File: config.mk
export PLATFORM = sky130hd
export DESIGN_NAME = scrse_top
export DESIGN_NICKNAME = d
export VERILOG_FILES = /design/src/shared/scrse_pkg.sv /design/src/verilog/scrse_top.sv
export SDC_FILE = /design/constraint.sdc
export NUM_CORES = 1
export LEC_CHECK = 0
export ABC_AREA = 1
export ABC_CLOCK_PERIOD_IN_PS = 7550
export BUFFER_PORTS_ARGS = -buffer_cell sky130_fd_sc_hd__buf_2
export CAP_MARGIN = 20
export CORE_MARGIN = 5
export CORE_UTILIZATION = 55
export DETAILED_ROUTE_END_ITERATION = 8
export PLACE_DENSITY = 0.77
export SLEW_MARGIN = 15
export SYNTH_ARGS = -nofsm -noshare
export SYNTH_HDL_FRONTEND = slang
export SYNTH_SLANG_ARGS = --single-unit
File: constraint.sdc
create_clock -name clock -period 7.55 [get_ports clock]
set_clock_uncertainty 0.15 [all_clocks]
set_input_delay 0.3775 -clock clock [delete_from_list [all_inputs] [get_ports clock]]
set_output_delay 0.3775 -clock clock [all_outputs]
set_load 0.05 [all_outputs]
File: src/shared/scrse_pkg.sv
package scrse_pkg;
   // Characters seen on the service line
   localparam logic [7:0] CH_CR = 8'h0d;
   localparam logic [7:0] CH_LF = 8'h0a;
   localparam logic [7:0] CH_SP = 8'h20;
   localparam logic [7:0] CH_COMMA = 8'h2c;
   localparam logic [7:0] CH_D0 = 8'h30;
   localparam logic [7:0] CH_D9 = 8'h39;
   localparam logic [7:0] CH_RATE = 8'h6d;
   localparam logic [7:0] CH_SAVE = 8'h73;
   localparam logic [7:0] CH_EXIT = 8'h78;
   localparam logic [7:0] CH_NORM_CONF = 8'h6e;
   localparam logic [7:0] CH_INIT_CONF = 8'h69;
   localparam logic [7:0] CH_NORM_NOW = 8'h4e;
   localparam logic [7:0] CH_INIT_NOW = 8'h49;
   localparam logic [7:0] CH_YES = 8'h59;
   localparam logic [7:0] CH_NO = 8'h4e;

   // Sample rate parameter values and their codes
   localparam logic [10:0] RATE_V125 = 11'h07d;
   localparam logic [10:0] RATE_V250 = 11'h0fa;
   localparam logic [10:0] RATE_V500 = 11'h1f4;
   localparam logic [10:0] RATE_V1000 = 11'h3e8;
   localparam logic [10:0] NUM_LIMIT = 11'h065;
   localparam logic [2:0] RC_EXT = 3'h0;
   localparam logic [2:0] RC_125 = 3'h1;
   localparam logic [2:0] RC_250 = 3'h2;
   localparam logic [2:0] RC_500 = 3'h3;
   localparam logic [2:0] RC_1000 = 3'h4;
   localparam logic [2:0] RATE_RST = 3'h4;

   // Save counter
   localparam int SAVE_CNT_W = 16;
   localparam logic [15:0] SAVE_WARN_LIMIT = 16'h03e8;

   // Hold time before a confirmed exit executes
   localparam longint CLK_HZ = 100000000;
   localparam longint HOLD_TIME_S = 3;
   localparam int unsigned HOLD_CYC = 32'(HOLD_TIME_S * CLK_HZ);

   // Register offsets (byte addresses) and fields
   localparam logic [4:0] OFS_STATUS = 5'h00;
   localparam logic [4:0] OFS_SAVE_CNT = 5'h04;
   localparam logic [4:0] OFS_CTRL = 5'h08;
   localparam logic [4:0] OFS_FLASH_RATE = 5'h0c;
   localparam int CTRL_SERVICE_BIT = 0;
   localparam int CTRL_AUX_DIFF_BIT = 1;

   typedef enum logic [1:0] {
      MODE_SERVICE,
      MODE_NORMAL,
      MODE_INIT
   } scrse_mode_t;

   typedef enum logic [3:0] {
      RSP_PROMPT,
      RSP_RATE,
      RSP_EXT_TRIG,
      RSP_ASK_SAVE,
      RSP_SAVED,
      RSP_SAVE_ABORTED,
      RSP_ASK_EXIT,
      RSP_RET_NORMAL,
      RSP_RET_INIT,
      RSP_E001,
      RSP_E002,
      RSP_E003,
      RSP_E004,
      RSP_E005
   } scrse_rsp_t;
endpackage : scrse_pkg

File: src/verilog/scrse_top.sv
// Function
// - One sample rate register serves all gyro channels alike.
// - Rate command carries one number; only 0, 125, 250, 500, 1000 accepted.
// - Rate zero selects external trigger and echoes that choice.
// - Any valid rate is taken without warning about filter interplay.
// - Unsaved rate lasts only until init, reset or power loss.
// - Unknown command E001, parameter count or leading comma E002, range E003.
// - Save asks for confirmation and writes flash only on upper-case Y.
// - Save answered N aborts with a message and no error.
// - Any other save answer aborts and reports E003.
// - Completed saves are counted; above 1000 warn E004, still save.
// - Failed flash transfer reports E005.
// - Save takes no parameters; any character before CR gives E002.
// - Successful save reports stored and shows the save counter.
// - Exit n asks for Y when params differ, then holds 3 s.
// - Exit i asks for Y when params differ, then holds 3 s.
// - Exit N enters normal mode at once, no confirmation, no hold.
// - Exit I enters init mode at once, no confirmation, no hold.
// - Entering init reloads all parameters from flash.
// - When params match flash, exit skips confirmation and announces directly.
// - Exit answer other than Y or N stays in service, reports E003.
module scrse_top #(
   parameter int unsigned HOLD_CYCLES = scrse_pkg::HOLD_CYC,
   parameter int CNT_W = scrse_pkg::SAVE_CNT_W
) (
   input wire logic clock,
   input wire logic reset_n,
   input wire logic rx_valid,
   input wire logic [7:0] rx_data,
   input wire logic flash_done,
   input wire logic flash_ok,
   input wire logic [4:0] address,
   input wire logic read,
   input wire logic write,
   input wire logic [31:0] writedata,
   output logic [31:0] readdata,
   output logic waitrequest,
   output logic resp_valid,
   output scrse_pkg::scrse_rsp_t resp_code,
   output logic [2:0] rate_code,
   output logic ext_trig,
   output scrse_pkg::scrse_mode_t mode,
   output logic flash_wr_req,
   output logic [2:0] flash_wr_rate,
   output logic [CNT_W-1:0] save_count
);
   typedef enum logic [2:0] {ST_LINE, ST_SEND, ST_CONF, ST_FLASH, ST_HOLD, ST_LEAVE} scrse_st_t;
   typedef enum logic [1:0] {CK_SAVE, CK_NORMAL, CK_INIT} scrse_conf_t;

   scrse_st_t st_q, after_q;
   scrse_conf_t conf_q;
   scrse_pkg::scrse_rsp_t q0_q, q1_q, q2_q, resp_code_q;
   scrse_pkg::scrse_mode_t mode_q, tgt_q;
   logic [1:0] q_len_q;
   logic resp_valid_q, flash_wr_req_q, waitrequest_q, ext_q, aux_diff_q;
   logic [31:0] readdata_q, hold_cnt_q;
   logic [2:0] rate_q, flash_rate_q;
   logic [CNT_W-1:0] save_cnt_q;
   logic [7:0] cmd_q, arg_ch_q;
   logic have_cmd_q, arg_seen_q, gap_q, comma_first_q, extra_q, nondigit_q, big_q;
   logic [3:0] nchar_q;
   logic [2:0] arg_len_q;
   logic [10:0] num_q;

   // Character classes and line events
   wire svc_w = (mode_q == scrse_pkg::MODE_SERVICE);
   wire take_w = rx_valid && svc_w && (st_q == ST_LINE);
   wire is_cr_w = (rx_data == scrse_pkg::CH_CR);
   wire is_digit_w = (rx_data >= scrse_pkg::CH_D0) && (rx_data <= scrse_pkg::CH_D9);
   wire line_end_w = take_w && is_cr_w;
   wire [10:0] digit_w = {7'h00, rx_data[3:0] - scrse_pkg::CH_D0[3:0]};
   wire [10:0] num_next_w = 11'(num_q * 11'h00a) + digit_w;
   wire conf_take_w = rx_valid && (st_q == ST_CONF) && !is_cr_w && (rx_data != scrse_pkg::CH_LF);
   wire conf_yes_w = conf_take_w && (rx_data == scrse_pkg::CH_YES);
   wire conf_no_w = conf_take_w && (rx_data == scrse_pkg::CH_NO);

   // Live settings compared against flash copy; aux covers other params
   wire differ_w = (rate_q != flash_rate_q) || aux_diff_q;

   // Parameter decode for the rate command
   wire cnt_err_w = comma_first_q || extra_q || !arg_seen_q;
   wire rate_ok_w = (num_q == scrse_pkg::RATE_V125) || (num_q == scrse_pkg::RATE_V250) ||
                    (num_q == scrse_pkg::RATE_V500) || (num_q == scrse_pkg::RATE_V1000);
   wire [2:0] rate_sel_w = (num_q == scrse_pkg::RATE_V125) ? scrse_pkg::RC_125 :
                           (num_q == scrse_pkg::RATE_V250) ? scrse_pkg::RC_250 :
                           (num_q == scrse_pkg::RATE_V500) ? scrse_pkg::RC_500 :
                           (num_q == scrse_pkg::RATE_V1000) ? scrse_pkg::RC_1000 : scrse_pkg::RC_EXT;
   wire rate_val_w = !nondigit_q && !big_q && (rate_ok_w || num_q == 11'h000);
   wire rate_apply_w = line_end_w && have_cmd_q && cmd_q == scrse_pkg::CH_RATE && !cnt_err_w && rate_val_w;
   wire unknown_w = line_end_w && have_cmd_q && cmd_q != scrse_pkg::CH_RATE &&
                    cmd_q != scrse_pkg::CH_SAVE && cmd_q != scrse_pkg::CH_EXIT;
   wire flash_end_w = (st_q == ST_FLASH) && flash_done;
   wire [CNT_W-1:0] cnt_inc_w = save_cnt_q + {{(CNT_W-1){1'b0}}, 1'b1};

   // Register bus decode; a request completes when waitrequest is low
   wire bus_req_w = read || write;
   wire bus_done_w = bus_req_w && !waitrequest_q;
   wire wr_ctrl_w = write && !waitrequest_q && (address == scrse_pkg::OFS_CTRL);
   wire [31:0] rd_mux_w = (address == scrse_pkg::OFS_STATUS) ?
                             {24'h000000, (st_q != ST_LINE), differ_w, mode_q, ext_q, rate_q} :
                          (address == scrse_pkg::OFS_SAVE_CNT) ? 32'(save_cnt_q) :
                          (address == scrse_pkg::OFS_CTRL) ? {30'h0, aux_diff_q, 1'b0} :
                          (address == scrse_pkg::OFS_FLASH_RATE) ? {29'h0, flash_rate_q} : 32'h00000000;

   // One wait cycle per access; unmapped reads return zero
   always_ff @(posedge clock) begin
      if (!reset_n) begin
         waitrequest_q <= 1'b1;
         readdata_q <= 32'h00000000;
      end else begin
         waitrequest_q <= !(bus_req_w && waitrequest_q);
         if (bus_req_w && waitrequest_q) begin
            readdata_q <= rd_mux_w;
         end
      end
   end

   // Argument collector: counts parameters and flags malformed lines
   always_ff @(posedge clock) begin
      if (!reset_n || line_end_w) begin
         have_cmd_q <= 1'b0;
         cmd_q <= 8'h00;
         arg_ch_q <= 8'h00;
         arg_seen_q <= 1'b0;
         gap_q <= 1'b0;
         comma_first_q <= 1'b0;
         extra_q <= 1'b0;
         nondigit_q <= 1'b0;
         big_q <= 1'b0;
         nchar_q <= 4'h0;
         arg_len_q <= 3'h0;
         num_q <= 11'h000;
      end else if (take_w && !have_cmd_q) begin
         have_cmd_q <= 1'b1;
         cmd_q <= rx_data;
      end else if (take_w) begin
         if (nchar_q != 4'hf) begin
            nchar_q <= nchar_q + 4'h1;
         end
         if (rx_data == scrse_pkg::CH_SP || rx_data == scrse_pkg::CH_COMMA) begin
            gap_q <= arg_seen_q;
            if (rx_data == scrse_pkg::CH_COMMA && !arg_seen_q) begin
               comma_first_q <= 1'b1;
            end
         end else if (gap_q) begin
            extra_q <= 1'b1;
         end else begin
            arg_seen_q <= 1'b1;
            if (!arg_seen_q) begin
               arg_ch_q <= rx_data;
            end
            if (arg_len_q != 3'h7) begin
               arg_len_q <= arg_len_q + 3'h1;
            end
            if (!is_digit_w) begin
               nondigit_q <= 1'b1;
            end else if (num_q < scrse_pkg::NUM_LIMIT) begin
               num_q <= num_next_w;
            end else begin
               big_q <= 1'b1;
            end
         end
      end
   end

   // Settings held outside the command flow
   always_ff @(posedge clock) begin
      if (!reset_n) begin
         rate_q <= scrse_pkg::RATE_RST;
         ext_q <= 1'b0;
         flash_rate_q <= scrse_pkg::RATE_RST;
         aux_diff_q <= 1'b0;
         save_cnt_q <= '0;
      end else if (rate_apply_w) begin
         rate_q <= rate_sel_w;
         ext_q <= (rate_sel_w == scrse_pkg::RC_EXT);
      end else if (st_q == ST_LEAVE && tgt_q == scrse_pkg::MODE_INIT) begin
         rate_q <= flash_rate_q;
         ext_q <= (flash_rate_q == scrse_pkg::RC_EXT);
         aux_diff_q <= 1'b0;
      end else if (flash_end_w && flash_ok) begin
         flash_rate_q <= rate_q;
         aux_diff_q <= 1'b0;
         save_cnt_q <= cnt_inc_w;
      end else if (wr_ctrl_w) begin
         aux_diff_q <= writedata[scrse_pkg::CTRL_AUX_DIFF_BIT];
      end
   end

   // Command sequencer; responses leave through a three-deep message queue
   always_ff @(posedge clock) begin
      if (!reset_n) begin
         st_q <= ST_LINE;
         after_q <= ST_LINE;
         conf_q <= CK_SAVE;
         tgt_q <= scrse_pkg::MODE_NORMAL;
         mode_q <= scrse_pkg::MODE_SERVICE;
         q0_q <= scrse_pkg::RSP_PROMPT;
         q1_q <= scrse_pkg::RSP_PROMPT;
         q2_q <= scrse_pkg::RSP_PROMPT;
         q_len_q <= 2'h0;
         resp_valid_q <= 1'b0;
         resp_code_q <= scrse_pkg::RSP_PROMPT;
         flash_wr_req_q <= 1'b0;
         hold_cnt_q <= 32'h00000000;
      end else begin
         resp_valid_q <= 1'b0;
         flash_wr_req_q <= 1'b0;
         if (mode_q == scrse_pkg::MODE_INIT) begin
            mode_q <= scrse_pkg::MODE_NORMAL; // Init settles into normal after the reload
         end else if (wr_ctrl_w && writedata[scrse_pkg::CTRL_SERVICE_BIT] && !svc_w) begin
            mode_q <= scrse_pkg::MODE_SERVICE;
         end
         case (st_q)
            ST_LINE: begin
               if (line_end_w) begin
                  st_q <= ST_SEND;
                  after_q <= ST_LINE;
                  q1_q <= scrse_pkg::RSP_PROMPT;
                  q_len_q <= 2'h2;
                  if (!have_cmd_q) begin
                     q0_q <= scrse_pkg::RSP_PROMPT;
                     q_len_q <= 2'h1;
                  end else if (cmd_q == scrse_pkg::CH_RATE) begin
                     if (cnt_err_w) begin
                        q0_q <= scrse_pkg::RSP_E002;
                     end else if (!rate_val_w) begin
                        q0_q <= scrse_pkg::RSP_E003;
                     end else if (num_q == 11'h000) begin
                        q0_q <= scrse_pkg::RSP_EXT_TRIG;
                     end else begin
                        q0_q <= scrse_pkg::RSP_RATE;
                     end
                  end else if (cmd_q == scrse_pkg::CH_SAVE) begin
                     if (nchar_q != 4'h0) begin
                        q0_q <= scrse_pkg::RSP_E002;
                     end else begin
                        q0_q <= scrse_pkg::RSP_ASK_SAVE;
                        q_len_q <= 2'h1;
                        after_q <= ST_CONF;
                        conf_q <= CK_SAVE;
                     end
                  end else if (cmd_q == scrse_pkg::CH_EXIT) begin
                     if (cnt_err_w) begin
                        q0_q <= scrse_pkg::RSP_E002;
                     end else if (arg_len_q != 3'h1) begin
                        q0_q <= scrse_pkg::RSP_E003;
                     end else if (arg_ch_q == scrse_pkg::CH_NORM_CONF || arg_ch_q == scrse_pkg::CH_INIT_CONF) begin
                        q_len_q <= 2'h1;
                        tgt_q <= (arg_ch_q == scrse_pkg::CH_INIT_CONF) ? scrse_pkg::MODE_INIT
                                                                      : scrse_pkg::MODE_NORMAL;
                        conf_q <= (arg_ch_q == scrse_pkg::CH_INIT_CONF) ? CK_INIT : CK_NORMAL;
                        if (differ_w) begin
                           q0_q <= scrse_pkg::RSP_ASK_EXIT;
                           after_q <= ST_CONF;
                        end else begin
                           q0_q <= (arg_ch_q == scrse_pkg::CH_INIT_CONF) ? scrse_pkg::RSP_RET_INIT
                                                                         : scrse_pkg::RSP_RET_NORMAL;
                           after_q <= ST_HOLD;
                        end
                     end else if (arg_ch_q == scrse_pkg::CH_NORM_NOW || arg_ch_q == scrse_pkg::CH_INIT_NOW) begin
                        q_len_q <= 2'h1;
                        after_q <= ST_LEAVE;
                        tgt_q <= (arg_ch_q == scrse_pkg::CH_INIT_NOW) ? scrse_pkg::MODE_INIT
                                                                     : scrse_pkg::MODE_NORMAL;
                        q0_q <= (arg_ch_q == scrse_pkg::CH_INIT_NOW) ? scrse_pkg::RSP_RET_INIT
                                                                    : scrse_pkg::RSP_RET_NORMAL;
                     end else begin
                        q0_q <= scrse_pkg::RSP_E003;
                     end
                  end else begin
                     q0_q <= scrse_pkg::RSP_E001;
                  end
               end
            end
            ST_SEND: begin
               resp_valid_q <= 1'b1;
               resp_code_q <= q0_q;
               q0_q <= q1_q;
               q1_q <= q2_q;
               q_len_q <= q_len_q - 2'h1;
               if (q_len_q == 2'h1) begin
                  st_q <= after_q;
                  hold_cnt_q <= HOLD_CYCLES - 32'h00000001;
                  flash_wr_req_q <= (after_q == ST_FLASH);
               end
            end
            ST_CONF: begin
               // Line ends around the answer are skipped; the first other character decides
               if (conf_take_w) begin
                  st_q <= ST_SEND;
                  after_q <= ST_LINE;
                  q1_q <= scrse_pkg::RSP_PROMPT;
                  q_len_q <= (conf_q == CK_SAVE) ? 2'h2 : 2'h1;
                  if (conf_yes_w && conf_q == CK_SAVE) begin
                     st_q <= ST_FLASH;
                     flash_wr_req_q <= 1'b1;
                  end else if (conf_yes_w) begin
                     q0_q <= (conf_q == CK_INIT) ? scrse_pkg::RSP_RET_INIT : scrse_pkg::RSP_RET_NORMAL;
                     after_q <= ST_HOLD;
                  end else if (conf_no_w) begin
                     q0_q <= (conf_q == CK_SAVE) ? scrse_pkg::RSP_SAVE_ABORTED : scrse_pkg::RSP_PROMPT;
                  end else if (conf_q == CK_SAVE) begin
                     q0_q <= scrse_pkg::RSP_SAVE_ABORTED;
                     q1_q <= scrse_pkg::RSP_E003;
                     q2_q <= scrse_pkg::RSP_PROMPT;
                     q_len_q <= 2'h3;
                  end else begin
                     q0_q <= scrse_pkg::RSP_E003;
                     q_len_q <= 2'h2;
                  end
               end
            end
            ST_FLASH: begin
               // Flash busy time is the flash's own; no timeout is imposed here
               if (flash_done) begin
                  st_q <= ST_SEND;
                  after_q <= ST_LINE;
                  q_len_q <= 2'h2;
                  q0_q <= flash_ok ? scrse_pkg::RSP_SAVED : scrse_pkg::RSP_E005;
                  q1_q <= scrse_pkg::RSP_PROMPT;
                  if (flash_ok && cnt_inc_w > CNT_W'(scrse_pkg::SAVE_WARN_LIMIT)) begin
                     q1_q <= scrse_pkg::RSP_E004;
                     q2_q <= scrse_pkg::RSP_PROMPT;
                     q_len_q <= 2'h3;
                  end
               end
            end
            ST_HOLD: begin
               if (hold_cnt_q == 32'h00000000) begin
                  st_q <= ST_LEAVE;
               end else begin
                  hold_cnt_q <= hold_cnt_q - 32'h00000001;
               end
            end
            ST_LEAVE: begin
               mode_q <= tgt_q;
               st_q <= ST_LINE;
            end
            default: begin
               st_q <= ST_LINE;
            end
         endcase
      end
   end

   assign readdata = readdata_q;
   assign waitrequest = waitrequest_q;
   assign resp_valid = resp_valid_q;
   assign resp_code = resp_code_q;
   assign rate_code = rate_q;
   assign ext_trig = ext_q;
   assign mode = mode_q;
   assign flash_wr_req = flash_wr_req_q;
   assign flash_wr_rate = rate_q;
   assign save_count = save_cnt_q;

   // Checks on the interpreter's own outputs
   AST_RATE_LEGAL: assert property (@(posedge clock) disable iff (!reset_n)
      rate_q <= scrse_pkg::RC_1000 && ext_q == (rate_q == scrse_pkg::RC_EXT))
      else $error("rate code out of range or trigger flag mismatch");
   AST_EXT_ECHO: assert property (@(posedge clock) disable iff (!reset_n)
      resp_valid_q && resp_code_q == scrse_pkg::RSP_EXT_TRIG |-> ext_q && rate_q == scrse_pkg::RC_EXT)
      else $error("external trigger echoed without being selected");
   AST_UNKNOWN: assert property (@(posedge clock) disable iff (!reset_n)
      unknown_w |=> ##1 resp_valid_q && resp_code_q == scrse_pkg::RSP_E001 ##1 resp_code_q == scrse_pkg::RSP_PROMPT)
      else $error("unknown command not answered with E001 and prompt");
   AST_SAVE_NEEDS_Y: assert property (@(posedge clock) disable iff (!reset_n)
      $rose(flash_wr_req_q) |-> $past(conf_yes_w) && $past(conf_q) == CK_SAVE)
      else $error("flash write started without upper-case Y");
   AST_SAVE_BAD_ANS: assert property (@(posedge clock) disable iff (!reset_n)
      conf_take_w && !conf_yes_w && !conf_no_w && conf_q == CK_SAVE |=>
      ##1 resp_code_q == scrse_pkg::RSP_SAVE_ABORTED ##1 resp_code_q == scrse_pkg::RSP_E003)
      else $error("bad save answer not aborted with E003");
   AST_SAVE_COUNT: assert property (@(posedge clock) disable iff (!reset_n)
      flash_end_w && flash_ok |=> save_cnt_q == $past(save_cnt_q) + 1'b1 && flash_rate_q == $past(rate_q))
      else $error("save counter or flash copy not updated");
   AST_WARN: assert property (@(posedge clock) disable iff (!reset_n)
      resp_valid_q && resp_code_q == scrse_pkg::RSP_E004 |-> save_cnt_q > CNT_W'(scrse_pkg::SAVE_WARN_LIMIT))
      else $error("E004 issued below the save limit");
   AST_FAIL: assert property (@(posedge clock) disable iff (!reset_n)
      flash_end_w && !flash_ok |=> ##1 resp_valid_q && resp_code_q == scrse_pkg::RSP_E005)
      else $error("flash failure not reported as E005");
   AST_HOLD: assert property (@(posedge clock) disable iff (!reset_n)
      st_q == ST_HOLD && hold_cnt_q != 32'h00000000 |=> mode_q == scrse_pkg::MODE_SERVICE)
      else $error("service mode left during hold time");
   AST_NOW: assert property (@(posedge clock) disable iff (!reset_n)
      st_q == ST_SEND && q_len_q == 2'h1 && after_q == ST_LEAVE |=> ##1 mode_q == tgt_q)
      else $error("immediate exit did not change mode");
   AST_INIT_RELOAD: assert property (@(posedge clock) disable iff (!reset_n)
      mode_q == scrse_pkg::MODE_INIT |-> rate_q == flash_rate_q && !aux_diff_q)
      else $error("init mode entered without reloading flash settings");
   AST_CONF_BAD: assert property (@(posedge clock) disable iff (!reset_n)
      conf_take_w && !conf_yes_w && !conf_no_w && conf_q != CK_SAVE |=>
      ##1 resp_code_q == scrse_pkg::RSP_E003 && mode_q == scrse_pkg::MODE_SERVICE)
      else $error("bad exit answer not reported as E003");
   COV_RATE: cover property (@(posedge clock) disable iff (!reset_n) rate_apply_w && num_q != 11'h000);
   COV_SAVE: cover property (@(posedge clock) disable iff (!reset_n) flash_end_w && flash_ok);
   COV_EXIT_HOLD: cover property (@(posedge clock) disable iff (!reset_n) st_q == ST_LEAVE && tgt_q == scrse_pkg::MODE_NORMAL);
   COV_INIT: cover property (@(posedge clock) disable iff (!reset_n) mode_q == scrse_pkg::MODE_INIT);
endmodule : scrse_top

# --- Word-level counts from Yosys, hierarchy flattened ---
# Index checks and enable logic that the tools add are counted.
op_classes:
  n_mux: 121
  bitwise: 12
  magnitude_cmp: 4
  n_addsub: 6
  mul: 1
  eq_ne: 48
  reduce_logical: 89
op_table:
  columns: ["op", "n"]
  rows:
  - ["$mux 4", 38]
  - ["$mux 3", 28]
  - ["$eq 8x7->1 const B", 9]
  - ["$mux 2", 32]
  - ["$mux 32", 2]
  - ["$pmux 32 s2", 1]
  - ["$logic_not 32->1", 1]
  - ["$mux 16", 2]
  - ["$pmux 4 s4", 2]
  - ["$sub 32x1->32 const B", 1]
  - ["$logic_and 1x1->1", 27]
  - ["$reduce_and 5->1", 5]
  - ["$ne 2x2->1 const B", 11]
  - ["$reduce_and 4->1", 5]
  - ["$reduce_and 9->1", 2]
  - ["$add 16x1->16 const B", 1]
  - ["$eq 8x6->1 const B", 2]
  - ["$gt 16x10->1 const B", 1]
  - ["$pmux 3 s5", 1]
  - ["$logic_or 1x1->1", 12]
  - ["$not 1->1", 12]
  - ["$reduce_and 3->1", 4]
  - ["$reduce_and 6->1", 2]
  - ["$reduce_bool 2->1", 6]
  - ["40 further kinds", 74]
totals:
  out_inout_bits: 64
  elab_cells: 313
  reg_bits: 162

# --- Depth between registers and ports, before layout ---
# Gate-level depths: netlist of the first run.
logic_depth:
  ltp_word: 12
  depth_mapped: 17
  ltp_nobuf: 17

# --- Least setup slack after synthesis of the first run ---
# No wires, ideal clock.
synth_timing:
  kind: "reg-to-reg"
  start: "reg num_q[1]"
  end: "reg num_q[9]"
  slack_ns: 5.117
  synth_period_minus_slack_ns: 2.433
  t_arrival_ns: 2.227
  stages_incl_launch_ff: 14
  path_cell_list: "dfxtp_1 ha_1 ha_1 inv_1 fa_1 xor2_1 nor3_1 inv_1 or2_2 nor2_1 a21oi_1 o21ai_0 nand2_1 inv_1"
synth_between:
  elab_chain_len: 2
  elab_cells_between_ends: 4
  cone_classes: "1 x add/sub; 1 x mul; 1 x order compare; 1 x reduce/logical"
synth_rtl:
  columns: ["element", "line_no", "text"]
  rows:
  - ["start: declaration", "scrse_top.sv:63", "logic [10:0] num_q;"]
  - ["start signal: assignment", "scrse_top.sv:158", "num_q <= num_next_w;"]
  - ["$mul 11x3->10 / $lt 11x7->1 (equally long branches)", "scrse_top.sv:72, scrse_top.sv:157", null]
  - ["$add 11x4->11 / $reduce_and 6->1 (equally long branches)", null, null]
# Parallel ways exist; a longest one is shown, timed or not.
# A chain may end at the register's enable or synchronous reset.

# --- Worst setup path in the final report of the first run ---
layout_timing:
  start: "reg st_q[2]"
  end: "reg hold_cnt_q[25]"
layout_between:
  elab_chain_len: 3
  elab_cells_between_ends: 7
  cone_classes: "4 x eq/ne; 1 x mux; 2 x reduce/logical"
layout_rtl:
  columns: ["element", "line_no", "text"]
  rows:
  - ["start: declaration", "scrse_top.sv:50", "scrse_st_t st_q, after_q;"]
  - ["start signal: assignment", "scrse_top.sv:283", "st_q <= after_q;"]
  - ["$eq 3x3->1 / $eq 3x1->1 (equally long branches)", "scrse_top.sv:214", "case (st_q)"]
  - ["$ne 2x2->1 (no source line) / $reduce_bool 2->1 (equally long branches)", null, null]
  - ["$reduce_and 3->1 (no source line)", null, null]
  - ["end signal: assignment", "scrse_top.sv:284", "hold_cnt_q <= HOLD_CYCLES - 32'h00000001;"]
  - ["end signal: assignment", "scrse_top.sv:333", "hold_cnt_q <= hold_cnt_q - 32'h00000001;"]
  - ["end: declaration", "scrse_top.sv:56", "logic [31:0] readdata_q, hold_cnt_q;"]
# Parallel ways exist; a longest one is shown, timed or not.

==> impl_metrics.ini, run 1 <==
[outcome]
status = finished clean

[clock_network]
insertion_delay_ps = 430
postCtsHoldBufs = 0
cts.sinks = 141
cts_tree = yes
numCtsBuffers = 17
clockBufferDepth = 2
postCtsSetupBuffers = 0
htree_num_levels = 4
path_clk_slew_ps = 60
ctsResizeCount = 0
cts_root_buf = clkbuf_16

[worst_setup_path]
cpPeakStageDelay_ps = 580
cp_common_cell = nand2_1
worstPathArrival_ps = 3360
worstPathMaxFanout = 32
cp_slowest_cell = nor2_2
crit_type = reg -> reg
critPathBufInv = 3
end_kind = flip-flop
path_cells = inv_2, nor2_2, nand2_1, nand2_1, nand2_1, buf_4, inv_2, nand2_1, nand3_1, nor2_1
start_kind = flip-flop
required_ps = 7710
cp_top_family = simple AND/OR/NAND/NOR gates

[detailed_routing]
wl_um = 21610
first_iter_violations = 613
dr.pass1.iters = 5
antenna_left = 0
num_vias = 8296
viasPerCell = 5.454
drcViolationCount = 0
wl_per_cell_um = 14.20

[placement]
port_buffers = 69
hpwl_um = 15870
dp.cells = 1490
gp_congestion = 0.9427

[finish]
drive_above_1_share = 0.1043
syn2layout_area_growth_pct = 11.63
diodes = 0
fin_util = 0.6173
fillCellCount = 1427
area.sequential_um2 = 2823
fin_nets = 1402
fin_cells = 1521
multi_input_area_um2 = 4681

[power_and_ir_drop]
cellPowerDensity_nw_per_um2 = 248.6
peakVddDrop_mv = 0.1764
p_leak_nw = 4.225

[synthesis]
ys_seq_area_frac = 0.3396
synth_area_leaders = dfxtp_1 (34%), nand2_1 (11%), nor2_1 (8.3%)
synth_area_um2 = 8313
ys_warn_count = 0
synth_area_per_cell_um2 = 6.582
synth-async-reset-ratio = 0
yosysTopAreaCell = dfxtp_1
yosysMostFrequentCell = nand2_1
synth_cell_types = 46
synth_edf_count = 0
synth.top_cell.area_share = 0.3396
ys_ff_latch = 141
ys.flop_type = dfxtp_1
netlist_instances = 1263
yosys-top-cells-count = nand2_1 (242), nor2_1 (184), inv_1 (152)

[timing]
hold_viol = 0
fin_tns_setup_ps = 0
tightest_slew_ps = 916.6
rsz0062_at_grt = no
min_period_over_period = 0.4232
post-route-min-period_ps = 3195
relSlewSlack = 0.3889
finalSetupViolCount = 0
whs_ps = 87.36
drv_slew = 0
max_freq_mhz = 313.0

[global_route]
antenna_found_initial = 0
grt_max_degree = 51
grt_usage = 0.2421
grt_pass1_wl_um = 35850
gr-total-overflow = 0
grt_pass1_vias = 7364

[min_path]
min_path_type = in -> reg

[floorplan]
rows = 45
dieArea_um2 = 17670
ios = 116
die_w_um = 132.9
die_h_um = 132.9
start_util = 0.5530
coreArea_um2 = 15030

[flow_run]
maxCapViolations = 0
==> final timing paths <==
path / from / endpoint / slack, ps / cells after the start
worst max-delay path: st_q[2] / hold_cnt_q[25] / 4350 / 10
worst min-delay path: rx_data[6] / cmd_q[6] / 90 / 3
worst max register to register: st_q[2] / hold_cnt_q[25] / 4350 / 10
worst min register to register: arg_ch_q[7] / arg_ch_q[7] / 310 / 2
==> logic make-up (layout without fill, tap and decap cells) <==
logic type / Yosys count / count (layout) / share of synthesized area
buf+inv: 209 / 264 / 0.1042
flops: 141 / 141 / 0.3396
other cells: 1 / 16 / 0.0004511
compound gates: 252 / 252 / 0.1644
fa+ha+maj: 29 / 29 / 0.04545
xor+xnor: 29 / 29 / 0.03055
simple gates: 602 / 602 / 0.3155
==> report_power, final <==
group          internal [mW]  switching (mW)
clock                  0.486           0.315
sequential             0.801          0.0453
combinational          0.213           0.447
total                   1.50           0.807
==> metal layers <==
layer  global-route usage  vias to the layer above  wire length [µm]  part of all wire
met5                    0                        -                 0                 0
met1               0.3269                     3800             10020              0.46
met3              0.03802                       38               963             0.045
met2               0.3936                      212             10150              0.47
li1                     -                     4246                 -                 -
met4              0.08430                        0               471             0.022
==> placed cells by master (no fill, tap or decap), drive strengths merged, types with 16 or more instances in the layout <==
| master | n |
|---|---|
| nor3 | 26 |
| nand3 | 82 |
| dfxtp | 141 |
| inv | 162 |
| ha | 27 |
| nand4 | 28 |
| nand2 | 248 |
| clkbuf | 22 |
| o21ai | 103 |
| xor2 | 17 |
| conb | 16 |
| buf | 72 |
| nor2 | 197 |
| a21oi | 103 |
==> worst register-to-register path, delay by kind of cell, from the launching register on <==
kind,cells,cell delay [ps]
and+or+nand+nor,7,1580
buffers and inverters,3,800
DFF,1,550
==> layout make-up <==
cell class                 instances  area share
clock buffer                      22     0.05218
tap                              188     0.02535
sequential                       141      0.3042
clock inverter                     9    0.009168
timing repair buffer              72     0.03964
inverter                         161     0.06512
multi-input combinational        928      0.5044
==> state kept, by name, summed over array words and instances (netlist names), 2 cells and up <==
register / flops
resp_code: 4
q1_q: 3
q_len_q: 2
conf_q: 2
mode: 2
nchar_q: 4
tgt_q: 2
st_q: 3
q0_q: 4
cmd_q: 8
save_count: 16
readdata: 16
hold_cnt_q: 32
arg_len_q: 3
flash_rate_q: 3
flash_wr_rate: 3
arg_ch_q: 8
num_q: 11
after_q: 3
==> stage by stage <==
| stage | setup slack (ps) | total power [mW] | cell area, µm² |
|---|---|---|---|
| detailed placement | 4396 | 1.508 | 8711 |
| global route | 4057 | 2.430 | 9280 |
| global placement | 4385 | 1.501 | 8711 |
| CTS | 4379 | 2.312 | 9280 |
| finish | 4355 | 2.307 | 9280 |
| floorplan | 5117 | 1.375 | 8369 |
(Power assumes the default switching activity.)
==> inputs of run 2 (changes only) <==
--- a/config.mk
+++ b/config.mk
@@ -5,8 +5,8 @@
 export SDC_FILE = /design/constraint.sdc
 export NUM_CORES = 1
 export LEC_CHECK = 0
-export ABC_AREA = 1
-export ABC_CLOCK_PERIOD_IN_PS = 7550
+export ABC_AREA = 0
+export ABC_CLOCK_PERIOD_IN_PS = 3300
 export BUFFER_PORTS_ARGS = -buffer_cell sky130_fd_sc_hd__buf_2
 export CAP_MARGIN = 20
 export CORE_MARGIN = 5
==> constraint.sdc (replaced) <==
create_clock -name clock -period 3.3 [get_ports clock]
set_clock_uncertainty 0.15 [all_clocks]
set_input_delay 0.165 -clock clock [delete_from_list [all_inputs] [get_ports clock]]
set_output_delay 0.165 -clock clock [all_outputs]
set_load 0.05 [all_outputs]
==> run 2 against run 1 <==
  * Global-route usage shrank 1.0 points
  * Count of clock-buffer cells in the layout is the same
  * Sequential cell count is the same
  * First-iteration DRC count shrank 18%
  * Sequential power grew 110%
  * Largest power group unchanged
  * Critical path type unchanged
  * Power grew 73%
  * Largest cell class unchanged
  * Wire length shrank 9.9%
  * Register-to-register slack lost 3900 ps
==> impl_metrics.ini, run 2 <==
[min_path]
holdCritStartpoint = reset_n
hold_depth = 3
min_path_type = in -> reg

[worst_setup_path]
path_cells = inv_1, ha_1, nor3b_1, and4b_1, and4_1, or3_1, or4_1, a21oi_1
cpPeakStageDelay_ps = 610
cp-endpoint = hold_cnt_q[29]
cp_slowest_cell = or3_1
critPathBufInv = 1
worstPathArrival_ps = 3100
r2r_setup_slack_ps = 410
crit_cells = 8
start_kind = flip-flop
crit_path_start = hold_cnt_q[0]
required_ps = 3510
crit_type = reg -> reg
end_kind = flip-flop
r2r_start = hold_cnt_q[0]
worstReg2RegEnd = hold_cnt_q[29]
cp_top_family = simple AND/OR/NAND/NOR gates
ff2ff_path_depth = 8
worstPathMaxFanout = 16

[clock_network]
cts.sinks = 141
cts_root_buf = clkbuf_16
clockBufferDepth = 2
htree_num_levels = 4
insertion_delay_ps = 430
path_clk_slew_ps = 60
cts_tree = yes
numCtsBuffers = 17
postCtsSetupBuffers = 0

[timing]
fin_tns_setup_ps = 0
finalSetupViolCount = 0
relSlewSlack = 0.3096
min_period_over_period = 0.8761
hold_viol = 0
max_freq_mhz = 345.9
rsz0062_at_grt = no
post-route-min-period_ps = 2891
tightest_slew_ps = 1022
drv_slew = 0

[power_and_ir_drop]
p_leak_nw = 3.545
finalPower_mw = 4.002
peakVddDrop_mv = 0.3651
cellPowerDensity_nw_per_um2 = 443.7

[synthesis]
synth_cell_types = 82
synth_area_um2 = 7968
ys_ff_latch = 141
ys_warn_count = 0
synth_edf_count = 0
yosys-top-cells-count = dfxtp_1 (141), nor2_1 (132), a21oi_1 (62)
synth.top_cell.area_share = 0.3543
yosysMostFrequentCell = dfxtp_1
yosysTopAreaCell = dfxtp_1
ys_seq_area_frac = 0.3543
synth-async-reset-ratio = 0
ys.flop_type = dfxtp_1
netlist_instances = 971
synth_area_per_cell_um2 = 8.206
synth_area_leaders = dfxtp_1 (35%), nor2_1 (6.2%), mux2i_1 (4.4%)

[finish]
diodes = 0
fin_nets = 1117
drive_above_1_share = 0.1344
largest_reg_flops = 32
fillCellCount = 1254
top_register = hold_cnt_q
syn2layout_area_growth_pct = 13.19
area.sequential_um2 = 2823
layout_commonest_cell = dfxtp_1
final_cell_mix = dfxtp_1 (141), nor2_1 (132), buf_2 (69)
multi_input_area_um2 = 4706

[placement]
port_buffers = 69
hpwl_um = 13940
gp_congestion = 0.8901

[detailed_routing]
viasPerCell = 5.903
num_vias = 7279
wl_per_cell_um = 15.79
wl_um = 19470
first_iter_violations = 501
dr.pass1.iters = 5
antenna_left = 0
drcViolationCount = 0

[global_route]
grt_usage = 0.2320
grt_pass1_wl_um = 31910
gr-total-overflow = 0
grt_pass1_vias = 6585
grt_max_degree = 42
antenna_found_initial = 0

[flow_run]
maxCapViolations = 0

[floorplan]
coreArea_um2 = 14370
rows = 44
start_util = 0.5545
die_w_um = 130.4
ios = 116
die_h_um = 130.4
dieArea_um2 = 16990

[outcome]
status = finished clean
run 2: logic make-up after synthesis:
kind of cell,synth area share
AOI/OAI and AO/OA,0.1580
xor gates and xnor gates,0.05716
adders and majority gates,0.04742
buffers and inverters,0.06219
DFF,0.3543
muxes,0.04680
other,0.0004707
and+or+nand+nor,0.2737
run 2: final cells by class:
class	instances	share of cell area
Multi-Input combinational cell	743	0.5218
Sequential cell	141	0.3130
Timing Repair Buffer	98	0.06521
Clock buffer	22	0.05258
Tap cell	184	0.02553
Inverter	35	0.01457
Clock inverter	10	0.007353
run 2: power breakdown:
part / total [mW] / internal (mW) / switching, mW
logic: 0.455 / 0.152 / 0.303
clock network: 1.75 / 1.02 / 0.734
registers: 1.80 / 1.76 / 0.0413
total: 4.00 / 2.92 / 1.08
run 2: metal layers:
layer | vias up | track usage | part of all wire
met4 | 0 | 0.08893 | 0.023
met1 | 3403 | 0.3098 | 0.45
met3 | 40 | 0.04830 | 0.066
met5 | - | 0 | 0
li1 | 3610 | - | -
met2 | 226 | 0.3699 | 0.46
run 2: metrics by stage:
step | hold slack [ps] | worst slack [ps] | std cells | cell area (µm²) | util
2_1_floorplan | 162.2 | 729.1 | 986 | 8024 | -
3_3_place_gp | 286.5 | 477.8 | 1191 | 8378 | 0.5831
3_5_place_dp | 290.0 | 461.8 | 1191 | 8378 | 0.5831
4_1_cts | 37.03 | 437.2 | 1233 | 9019 | 0.6277
5_1_grt | 54.77 | 243.3 | 1233 | 9019 | 0.6277
6_report | 45.61 | 408.7 | 1233 | 9019 | 0.6277
run 2: worst register-to-register path, stage by stage (launching register included):
cell	delay (ps)
dfxtp_1	360
inv_1	60
ha_1	210
nor3b_1	180
and4b_1	310
and4_1	240
or3_1	610
or4_1	540
a21oi_1	160
run 2: what timing repair did:
item	in CTS	in global routing
hold endpoints to repair	20	0
resized for setup	0	0
hold buffers	10	0
run 2: how the worst min path moves through the flow:
stage	endpoint	slack [ps]
after global placement	readdata[14]	290
after global routing	tgt_q[0]	50
after detailed placement	readdata[14]	290
after floorplan	num_q[0]	160
after CTS	aux_diff_q	40
final	tgt_q[0]	50
